## config.mk

```make
export PLATFORM = sky130hd
export DESIGN_NAME = lp_osc_timer_counter
export DESIGN_NICKNAME = d
export VERILOG_FILES = /design/src/rtl/lp_timer_pkg.sv /design/src/rtl/lp_osc_timer_counter.sv
export SDC_FILE = /design/constraint.sdc
export NUM_CORES = 1
export LEC_CHECK = 0
export BUFFER_PORTS_ARGS = -buffer_cell sky130_fd_sc_hd__buf_2
export CAP_MARGIN = 20
export CORE_ASPECT_RATIO = 1.4
export CORE_MARGIN = 10
export CORE_UTILIZATION = 49
export CTS_CLUSTER_DIAMETER = 150
export DETAILED_ROUTE_END_ITERATION = 10
export GPL_ROUTABILITY_DRIVEN = 0
export PLACE_DENSITY = 0.85
export SKIP_CTS_REPAIR_TIMING = 1
export SLEW_MARGIN = 20
export SYNTH_ARGS = -nofsm -noshare
export SYNTH_HDL_FRONTEND = slang
export SYNTH_SLANG_ARGS = --single-unit
```

## constraint.sdc

```tcl
create_clock -name clk_sys -period 2.5 [get_ports clk_sys]
set_clock_uncertainty 0.05 [all_clocks]
set_input_delay 0.375 -clock clk_sys [delete_from_list [all_inputs] [get_ports clk_sys]]
set_output_delay 0.375 -clock clk_sys [all_outputs]
set_load 0.01 [all_outputs]
```

## src/rtl/lp_timer_pkg.sv

```systemverilog
// package: register map, field positions and reset values of the timer
// assumes: classic wishbone slave with 32-bit data, byte registers in bits 7:0
package lp_timer_pkg;
    localparam logic [3:0] ADDR_TIMER_CONTROL = 4'h0;
    localparam logic [3:0] ADDR_COUNT_LOW = 4'h4;
    localparam logic [3:0] ADDR_COUNT_HIGH = 4'h8;
    localparam logic [3:0] ADDR_OSC_CONTROL = 4'hc;
    localparam logic [3:0] ADDR_PERIPH_FLAG = 4'h0;
    localparam logic [3:0] ADDR_PERIPH_ENABLE = 4'h4;
    localparam logic [3:0] ADDR_COMPARE_A = 4'h8;
    localparam logic [3:0] ADDR_COMPARE_B = 4'hc;
    localparam logic ADDR_BANK_TIMER = 1'b0;
    localparam logic ADDR_BANK_EVENT = 1'b1;
    // timer control register bit positions
    localparam int BIT_RUN = 0;
    localparam int BIT_CLK_SEL = 1;
    localparam int BIT_SYNC_DIS = 2;
    localparam int BIT_OSC_EN = 3;
    localparam int BIT_PS_LO = 4;
    localparam int BIT_PS_HI = 5;
    localparam int BIT_CLK_ACTIVE = 6;
    localparam int BIT_WIDE = 7;
    // oscillator control register bit positions
    localparam int BIT_SCS_LO = 0;
    localparam int BIT_SCS_HI = 1;
    localparam int BIT_LOW_POWER = 2;
    localparam int BIT_FAIL_SAFE = 3;
    localparam int BIT_IDLE_EN = 7;
    localparam int BIT_OVF = 0;
    localparam logic [1:0] SCS_SECONDARY = 2'h1;
    localparam logic [3:0] MODE_SPECIAL_TRIGGER = 4'hb;
    localparam logic [7:0] RESET_BYTE = 8'h00;
    localparam logic [15:0] COUNT_ZERO = 16'h0000;
    localparam logic [15:0] COUNT_MAX = 16'hffff;
    localparam logic [2:0] PS_ZERO = 3'h0;
    localparam logic [31:0] READ_ZERO = 32'h0000_0000;
    // prescale terminal counts for 1:1, 1:2, 1:4, 1:8
    localparam logic [2:0] PS_LAST_1 = 3'h0;
    localparam logic [2:0] PS_LAST_2 = 3'h1;
    localparam logic [2:0] PS_LAST_4 = 3'h3;
    localparam logic [2:0] PS_LAST_8 = 3'h7;
    localparam logic [1:0] INSTR_DIV_LAST = 2'h3;

    typedef enum logic [1:0] {
        PM_RUN = 2'b00,
        PM_SEC_RUN = 2'b01,
        PM_SEC_IDLE = 2'b10,
        PM_SLEEP = 2'b11
    } pm_state_t;

    typedef struct packed {
        logic [3:0] mode;
        logic [15:0] value;
    } compare_cfg_t;
endpackage

```

## src/rtl/lp_osc_timer_counter.sv

```systemverilog
// lp_osc_timer_counter: 16-bit timer/counter with secondary oscillator
// control, power mode tracking and compare special event trigger reset.
// assumes: wishbone classic master on clk_sys, oscillator pins asynchronous
//
// Notes on behaviour
// - oscillator runs only while enable bit set
// - enabled oscillator keeps running in all modes
// - select 01 enters secondary run mode
// - sleep from secondary run with idle bit clear enters secondary idle
// - status flag shows secondary clock in use
// - fail-safe failover clears status flag
// - config bit picks oscillator power level
// - count wraps from FFFF to 0000
// - wrap latches overflow flag until cleared
// - interrupt request only when enable set
// - compare mode 1011 trigger clears count
// - compare value becomes the timer period
// - enhanced trigger starts enabled conversion
// - software write beats coincident trigger
// - trigger reset never sets overflow flag
// - clock select picks instruction or external
// - prescale field divides by 1,2,4,8
// - sync-disable bit is stored only; external input is synchronised either way
// - wide mode buffers high byte through low
`timescale 1ns/1ps
`default_nettype none
module lp_osc_timer_counter (
    input wire logic clk_sys,
    input wire logic reset,
    input wire logic wb_cyc_i,
    input wire logic wb_stb_i,
    input wire logic wb_we_i,
    input wire logic [4:0] wb_adr_i,
    input wire logic [3:0] wb_sel_i,
    input wire logic [31:0] wb_dat_i,
    output logic [31:0] wb_dat_o,
    output logic wb_ack_o,
    input wire logic sec_osc_in_pin,
    input wire logic sleep_request,
    input wire logic osc_fail,
    input wire logic adc_enable,
    output logic sec_osc_out_pin,
    output logic sec_osc_run,
    output logic sec_osc_low_power_cfg,
    output logic sec_clock_active_flag,
    output logic [1:0] power_mode,
    output logic overflow_irq,
    output logic adc_start
);
    ////////////////////////////////////////////////////////////////////////
    // input synchronisers
    logic [1:0] osc_pin_sync_r, osc_pin_sync_nxt;
    logic [1:0] sleep_sync_r, sleep_sync_nxt;
    logic [1:0] fail_sync_r, fail_sync_nxt;
    logic [1:0] adc_sync_r, adc_sync_nxt;
    logic ext_level_r, ext_level_nxt;

    always_comb begin
        osc_pin_sync_nxt = {osc_pin_sync_r[0], sec_osc_in_pin};
        sleep_sync_nxt = {sleep_sync_r[0], sleep_request};
        fail_sync_nxt = {fail_sync_r[0], osc_fail};
        adc_sync_nxt = {adc_sync_r[0], adc_enable};
        ext_level_nxt = osc_pin_sync_r[1];
    end

    always_ff @(posedge clk_sys) begin
        osc_pin_sync_r <= osc_pin_sync_nxt;
        sleep_sync_r <= sleep_sync_nxt;
        fail_sync_r <= fail_sync_nxt;
        adc_sync_r <= adc_sync_nxt;
        ext_level_r <= ext_level_nxt;
    end

    ////////////////////////////////////////////////////////////////////////
    // registers and bus slave
    logic [7:0] tctl_r, tctl_nxt;
    logic [7:0] octl_r, octl_nxt;
    logic [7:0] high_buf_r, high_buf_nxt;
    logic flag_r, flag_nxt;
    logic irq_en_r, irq_en_nxt;
    lp_timer_pkg::compare_cfg_t cmp_a_r, cmp_a_nxt, cmp_b_r, cmp_b_nxt;
    logic [15:0] count_r, count_nxt;
    logic [2:0] ps_r, ps_nxt;
    logic [1:0] idiv_r, idiv_nxt;
    logic [31:0] dat_r, dat_nxt;
    logic ack_r, ack_nxt;
    lp_timer_pkg::pm_state_t pm_r, pm_nxt;
    logic active_r, active_nxt;
    logic adc_start_r, adc_start_nxt;
    logic irq_r, irq_nxt;
    logic out_pin_r, out_pin_nxt;

    logic req, wr, rd, lane0, bank;
    logic [3:0] off;
    logic wr_low, wr_high, rd_low;
    logic tick, wrap, trig_a, trig_b;
    logic [2:0] ps_last;

    always_comb begin
        req = wb_cyc_i && wb_stb_i && !ack_r;
        wr = req && wb_we_i;
        rd = req && !wb_we_i;
        lane0 = wb_sel_i[0];
        bank = wb_adr_i[4];
        off = wb_adr_i[3:0];
        wr_low = wr && lane0 && bank == lp_timer_pkg::ADDR_BANK_TIMER
            && off == lp_timer_pkg::ADDR_COUNT_LOW;
        wr_high = wr && lane0 && bank == lp_timer_pkg::ADDR_BANK_TIMER
            && off == lp_timer_pkg::ADDR_COUNT_HIGH;
        rd_low = rd && bank == lp_timer_pkg::ADDR_BANK_TIMER
            && off == lp_timer_pkg::ADDR_COUNT_LOW;
    end

    always_comb begin
        tctl_nxt = tctl_r;
        octl_nxt = octl_r;
        irq_en_nxt = irq_en_r;
        cmp_a_nxt = cmp_a_r;
        cmp_b_nxt = cmp_b_r;
        high_buf_nxt = high_buf_r;
        ack_nxt = req;
        dat_nxt = lp_timer_pkg::READ_ZERO;
        if (wr && lane0) begin
            if (bank == lp_timer_pkg::ADDR_BANK_TIMER) begin
                if (off == lp_timer_pkg::ADDR_TIMER_CONTROL) begin
                    tctl_nxt = wb_dat_i[7:0];
                end else if (off == lp_timer_pkg::ADDR_COUNT_HIGH) begin
                    high_buf_nxt = wb_dat_i[7:0];
                end else if (off == lp_timer_pkg::ADDR_OSC_CONTROL) begin
                    octl_nxt = wb_dat_i[7:0];
                end
            end else begin
                if (off == lp_timer_pkg::ADDR_PERIPH_ENABLE) begin
                    irq_en_nxt = wb_dat_i[lp_timer_pkg::BIT_OVF];
                end else if (off == lp_timer_pkg::ADDR_COMPARE_A) begin
                    cmp_a_nxt = wb_dat_i[19:0];
                end else if (off == lp_timer_pkg::ADDR_COMPARE_B) begin
                    cmp_b_nxt = wb_dat_i[19:0];
                end
            end
        end
        if (wr && wb_sel_i[1] && bank == lp_timer_pkg::ADDR_BANK_EVENT) begin
            if (off == lp_timer_pkg::ADDR_COMPARE_A) begin
                cmp_a_nxt.value[15:8] = wb_dat_i[15:8];
            end else if (off == lp_timer_pkg::ADDR_COMPARE_B) begin
                cmp_b_nxt.value[15:8] = wb_dat_i[15:8];
            end
        end
        if (rd_low && tctl_r[lp_timer_pkg::BIT_WIDE]) begin
            high_buf_nxt = count_r[15:8];
        end
        if (rd) begin
            if (bank == lp_timer_pkg::ADDR_BANK_TIMER) begin
                if (off == lp_timer_pkg::ADDR_TIMER_CONTROL) begin
                    dat_nxt[7:0] = {tctl_r[7], active_r, tctl_r[5:0]};
                end else if (off == lp_timer_pkg::ADDR_COUNT_LOW) begin
                    dat_nxt[7:0] = count_r[7:0];
                end else if (off == lp_timer_pkg::ADDR_COUNT_HIGH) begin
                    dat_nxt[7:0] = tctl_r[lp_timer_pkg::BIT_WIDE] ?
                        high_buf_r : count_r[15:8];
                end else begin
                    dat_nxt[7:0] = octl_r;
                end
            end else begin
                if (off == lp_timer_pkg::ADDR_PERIPH_FLAG) begin
                    dat_nxt[lp_timer_pkg::BIT_OVF] = flag_r;
                end else if (off == lp_timer_pkg::ADDR_PERIPH_ENABLE) begin
                    dat_nxt[lp_timer_pkg::BIT_OVF] = irq_en_r;
                end else if (off == lp_timer_pkg::ADDR_COMPARE_A) begin
                    dat_nxt[19:0] = cmp_a_r;
                end else begin
                    dat_nxt[19:0] = cmp_b_r;
                end
            end
        end
    end

    ////////////////////////////////////////////////////////////////////////
    // clock source, prescaler and count
    always_comb begin
        case (tctl_r[lp_timer_pkg::BIT_PS_HI:lp_timer_pkg::BIT_PS_LO])
            2'b00: ps_last = lp_timer_pkg::PS_LAST_1;
            2'b01: ps_last = lp_timer_pkg::PS_LAST_2;
            2'b10: ps_last = lp_timer_pkg::PS_LAST_4;
            default: ps_last = lp_timer_pkg::PS_LAST_8;
        endcase
        // external edges qualify through the synchroniser either way
        if (tctl_r[lp_timer_pkg::BIT_CLK_SEL]) begin
            tick = osc_pin_sync_r[1] && !ext_level_r;
        end else begin
            tick = idiv_r == lp_timer_pkg::INSTR_DIV_LAST;
        end
        trig_a = cmp_a_r.mode == lp_timer_pkg::MODE_SPECIAL_TRIGGER
            && count_r == cmp_a_r.value;
        trig_b = cmp_b_r.mode == lp_timer_pkg::MODE_SPECIAL_TRIGGER
            && count_r == cmp_b_r.value;
        idiv_nxt = idiv_r + 2'h1;
        ps_nxt = ps_r;
        count_nxt = count_r;
        wrap = 1'b0;
        if (tctl_r[lp_timer_pkg::BIT_RUN] && tick) begin
            if (ps_r >= ps_last) begin
                ps_nxt = lp_timer_pkg::PS_ZERO;
                count_nxt = count_r + 16'h0001;
                wrap = count_r == lp_timer_pkg::COUNT_MAX;
            end else begin
                ps_nxt = ps_r + 3'h1;
            end
        end
        if (wr_low) begin
            count_nxt[7:0] = wb_dat_i[7:0];
            if (tctl_r[lp_timer_pkg::BIT_WIDE]) begin
                count_nxt[15:8] = high_buf_r;
            end
            ps_nxt = lp_timer_pkg::PS_ZERO;
            wrap = 1'b0;
        end else if (wr_high && !tctl_r[lp_timer_pkg::BIT_WIDE]) begin
            count_nxt[15:8] = wb_dat_i[7:0];
            wrap = 1'b0;
        end else if (tctl_r[lp_timer_pkg::BIT_RUN] && (trig_a || trig_b)) begin
            count_nxt = lp_timer_pkg::COUNT_ZERO;
            wrap = 1'b0;
        end
        // set wins over a software clear
        flag_nxt = flag_r;
        if (wr && lane0 && bank == lp_timer_pkg::ADDR_BANK_EVENT
            && off == lp_timer_pkg::ADDR_PERIPH_FLAG) begin
            flag_nxt = wb_dat_i[lp_timer_pkg::BIT_OVF];
        end
        if (wrap) begin
            flag_nxt = 1'b1;
        end
        irq_nxt = flag_r && irq_en_r;
        adc_start_nxt = tctl_r[lp_timer_pkg::BIT_RUN] && trig_a
            && adc_sync_r[1];
    end

    ////////////////////////////////////////////////////////////////////////
    // power-managed mode tracking
    always_comb begin
        pm_nxt = pm_r;
        case (pm_r)
            lp_timer_pkg::PM_RUN: begin
                if (octl_r[lp_timer_pkg::BIT_SCS_HI:lp_timer_pkg::BIT_SCS_LO]
                    == lp_timer_pkg::SCS_SECONDARY) begin
                    pm_nxt = lp_timer_pkg::PM_SEC_RUN;
                end else if (sleep_sync_r[1]) begin
                    pm_nxt = lp_timer_pkg::PM_SLEEP;
                end
            end
            lp_timer_pkg::PM_SEC_RUN: begin
                if (octl_r[lp_timer_pkg::BIT_SCS_HI:lp_timer_pkg::BIT_SCS_LO]
                    != lp_timer_pkg::SCS_SECONDARY) begin
                    pm_nxt = lp_timer_pkg::PM_RUN;
                end else if (sleep_sync_r[1]) begin
                    pm_nxt = octl_r[lp_timer_pkg::BIT_IDLE_EN] ?
                        lp_timer_pkg::PM_SLEEP : lp_timer_pkg::PM_SEC_IDLE;
                end
            end
            default: begin
                if (!sleep_sync_r[1]) begin
                    pm_nxt = lp_timer_pkg::PM_RUN;
                end
            end
        endcase
        // failover only counts when the monitor is on
        active_nxt = (pm_r == lp_timer_pkg::PM_SEC_RUN
            || pm_r == lp_timer_pkg::PM_SEC_IDLE)
            && tctl_r[lp_timer_pkg::BIT_OSC_EN]
            && !(octl_r[lp_timer_pkg::BIT_FAIL_SAFE] && fail_sync_r[1]);
        // amplifier drive registered so the pin comes from a flop
        out_pin_nxt = tctl_nxt[lp_timer_pkg::BIT_OSC_EN]
            && !ext_level_nxt;
    end

    always_ff @(posedge clk_sys) begin
        if (reset) begin
            tctl_r <= lp_timer_pkg::RESET_BYTE;
            octl_r <= lp_timer_pkg::RESET_BYTE;
            high_buf_r <= lp_timer_pkg::RESET_BYTE;
            flag_r <= 1'b0;
            irq_en_r <= 1'b0;
            cmp_a_r <= '0;
            cmp_b_r <= '0;
            count_r <= lp_timer_pkg::COUNT_ZERO;
            ps_r <= lp_timer_pkg::PS_ZERO;
            idiv_r <= 2'h0;
            dat_r <= lp_timer_pkg::READ_ZERO;
            ack_r <= 1'b0;
            pm_r <= lp_timer_pkg::PM_RUN;
            active_r <= 1'b0;
            adc_start_r <= 1'b0;
            irq_r <= 1'b0;
            out_pin_r <= 1'b0;
        end else begin
            tctl_r <= tctl_nxt;
            octl_r <= octl_nxt;
            high_buf_r <= high_buf_nxt;
            flag_r <= flag_nxt;
            irq_en_r <= irq_en_nxt;
            cmp_a_r <= cmp_a_nxt;
            cmp_b_r <= cmp_b_nxt;
            count_r <= count_nxt;
            ps_r <= ps_nxt;
            idiv_r <= idiv_nxt;
            dat_r <= dat_nxt;
            ack_r <= ack_nxt;
            pm_r <= pm_nxt;
            active_r <= active_nxt;
            adc_start_r <= adc_start_nxt;
            irq_r <= irq_nxt;
            out_pin_r <= out_pin_nxt;
        end
    end

    // oscillator enable is independent of power mode
    always_comb begin
        wb_dat_o = dat_r;
        wb_ack_o = ack_r;
        sec_osc_run = tctl_r[lp_timer_pkg::BIT_OSC_EN];
        sec_osc_out_pin = out_pin_r;
        sec_osc_low_power_cfg = octl_r[lp_timer_pkg::BIT_LOW_POWER];
        sec_clock_active_flag = active_r;
        power_mode = pm_r;
        overflow_irq = irq_r;
        adc_start = adc_start_r;
    end
endmodule // lp_osc_timer_counter
`default_nettype wire

```

==> results_dict.tcl <==
set metrics [dict create \
    grt_pass1_wl_um 28800 \
    pre_cts_ws_ns 0.137 \
    critPathLaunchType "flip-flop" \
    finalPower_mw 4.89 \
    relSlewSlack_pct 59.9 \
    yosysWarnings 0 \
    final_cells 950 \
    cts_tree "yes" \
    start_util_pct 50.6 \
    drive_gt1_share_pct 18.3 \
    setup_viol 0 \
    startpoint "tctl_r[5]" \
    dieArea_um2 17800 \
    tightest_slew_ns 0.597 \
    timing.reg2reg.setup_slack_ns 0.12 \
    cts_num_sinks 122 \
    synth_top_family_by_area "simple AND/OR/NAND/NOR gates" \
    critical_path_required_ns 2.77 \
    synth-async-reset-ratio_pct 0 \
    synth_area_um2 6290 \
    finalMaxSlewViolations 0 \
    min_from "osc_fail" \
    ctsHtreeMaxLevel 4 \
    layout_commonest_cell "dfxtp_1" \
    synthSimpleGateAreaFrac_pct 22.6 \
    drc 0 \
    placedCellCount 918 \
    drv_cap 0 \
    period_share_pct 95.3 \
    firstDrtPassIters 5 \
    rr_worst_depth 8 \
    synth_edf_count 0 \
    wl_um 18500 \
    cts_root_buffer "clkbuf_16" \
    grt_max_degree 38 \
    rsz0062_at_grt "false" \
    coreArea_um2 12400 \
    cp_max_fo 18 \
    grt_use_total_pct 20.6 \
    dp_hpwl_um 12900 \
    cts.clk_slew.worst_paths_ns 0.06 \
    syn_inst 731 \
    ant_nets 0 \
    worst_skew_pair.late_latency_ns 0.42 \
    drtIter0Drc 584 \
    grt_pass1_vias 5644 \
    post_drt_wl_per_cell_um 19.4 \
    yosysUniqueCellTypes 65 \
    row_count 48 \
    synth-compound-area-share_pct 12.8 \
    synth_fa_ha_area_share_pct 1.59 \
    powerDensity_nw_per_um2 663 \
    hold_viol 0 \
    ios 91 \
    ys_seq_area_share_pct 38.8 \
    grt_overflow 0 \
    r2r-start "tctl_r[5]" \
    antenna_found_initial 0 \
    yosys.area_share.xor_xnor_pct 6.55 \
    antenna_cells 0 \
    die_w_um 116 \
    cts-buffers-inserted 17 \
    cts_buffer_depth 2 \
    synth.mux.area_fraction_pct 11.7 \
    synth_area_leaders "dfxtp_1 (39%), mux2i_1 (11%), xor2_1 (5.7%), nor2_1 (5.4%), nand2_1 (4.9%)" \
    tns_ns 0 \
    yosys.area.top_type_share_pct 38.8 \
    synthToLayoutAreaGrowth_pct 17.3 \
    rr_endpoint "flag_r" \
    min_path_cells 1 \
    leakage_nw 3.29 \
    hp-class "input port to flip-flop" \
    fin_crit_ns 2.38 \
    viasPerCell 5.99 \
    setup_ws_ns 0.119 \
    via_count 5691 \
    synth-seq-cells 122 \
    vdd_ir_drop_max_mv 0.339 \
    syn_area_per_cell_um2 8.60 \
    die_height_um 154 \
    hold_end "fail_sync_r[0]" \
    fin_nets 845 \
    synthFlopType "dfxtp_1" \
    outcome "complete, no violations" \
    fmax_mhz 420 \
    io_buffer_count 64 \
    path_class "flip-flop to flip-flop" \
    synth_top_area_cell "dfxtp_1" \
    cp-end-kind "flip-flop" \
    mostFrequentLayoutCells "dfxtp_1 (122), nor2_1 (90), nand2_1 (82)" \
    arrival_ns 2.66 \
]
worst max path at each step:
stage | to | slack (ns) | cells after the start
floorplan | count_r[8] | 0.18 | 9
global placement | count_r[15] | 0.21 | 9
detailed placement | flag_r | 0.14 | 8
CTS | flag_r | 0.02 | 8
global route | flag_r | 0.03 | 8
finish | flag_r | 0.12 | 8
worst max-delay path, cell delays in order, from the launching register on:
cell     delay [ns]
dfxtp_1        0.35
or2_2          0.29
ha_1           0.27
nor2b_1        0.05
o21ai_2        0.19
buf_12         0.17
nand3_1        0.10
or4_1          0.59
o31ai_2        0.23
where the power goes:
group	switching (mW)	internal, mW	total [mW]
combinational	0.190	0.104	0.295
sequential	0.0157	1.97	1.99
clock	0.887	1.72	2.61
total	1.09	3.80	4.89
cells in the mapped netlist (3+ instances only):
| master | n |
|---|---|
| a211oi_1 | 17 |
| a21oi_1 | 43 |
| a2bb2oi_1 | 7 |
| a31oi_1 | 3 |
| and2_1 | 3 |
| and3_1 | 3 |
| buf_1 | 3 |
| buf_2 | 20 |
| buf_4 | 14 |
| clkbuf_1 | 26 |
| dfxtp_1 | 122 |
| ha_1 | 8 |
| inv_1 | 9 |
| mux2_2 | 3 |
| mux2i_1 | 70 |
| nand2_1 | 82 |
| nand2b_1 | 7 |
| nand3_1 | 25 |
| nand3b_1 | 5 |
| nand4_1 | 13 |
| nor2_1 | 90 |
| nor2_2 | 4 |
| nor2b_1 | 10 |
| nor3_1 | 9 |
| nor4_1 | 11 |
| o21a_1 | 4 |
| o21ai_0 | 9 |
| o22ai_1 | 3 |
| o31ai_1 | 10 |
| or4_1 | 5 |
| xnor2_1 | 6 |
| xor2_1 | 41 |
logic make-up (layout without fill, tap and decap cells):
kind of cell / count (synthesis) / after routing
simple gates: 288 / 288
flops: 122 / 122
compound gates: 118 / 118
buf+inv: 74 / 132
mux: 73 / 73
xor+xnor: 47 / 47
fa+ha+maj: 8 / 8
other cells: 1 / 12
per-layer routing:
layer / global-route usage (%) / share of wire, % / vias up
li1: - / - / 2645
met1: 21.3 / 35 / 2637
met2: 36.0 / 50 / 325
met3: 5.26 / 9.2 / 84
met4: 13.0 / 5.7 / 0
met5: 0 / 0 / -
area by class of cell:
type	count	area, µm²
Inverter	9	33.8
Multi-Input combinational cell	546	3530
Clock buffer	22	464
Fill cell	1021	5060
Tap cell	150	188
Sequential cell	122	2440
Timing Repair Buffer	91	548
Clock inverter	10	165
metrics by stage:
stage | hold slack (ns) | utilization [%] | area (µm²)
3_5_place_dp | 0.262 | 54.2 | 6730
2_1_floorplan | 0.260 | - | 6330
3_3_place_gp | 0.261 | 54.2 | 6730
6_report | 0.00708 | 59.3 | 7370
5_1_grt | 0.000704 | 59.3 | 7370
4_1_cts | 0.00274 | 59.2 | 7360
flip-flops by register name, summed over array words and instances (netlist names):
| register | count |
|---|---|
| adc_start | 1 |
| adc_sync_r | 2 |
| cmp_a_r | 20 |
| cmp_b_r | 20 |
| count_r | 16 |
| ext_level_r | 1 |
| fail_sync_r | 2 |
| flag_r | 1 |
| high_buf_r | 8 |
| idiv_r | 2 |
| irq_en_r | 1 |
| octl_r | 8 |
| osc_pin_sync_r | 2 |
| overflow_irq | 1 |
| power_mode | 2 |
| ps_r | 3 |
| sec_clock_active_flag | 1 |
| sec_osc_out_pin | 1 |
| sleep_sync_r | 2 |
| tctl_r | 7 |
| wb_ack_o | 1 |
| wb_dat_o | 20 |
No activity file was read; power rests on OpenSTA's default activity.
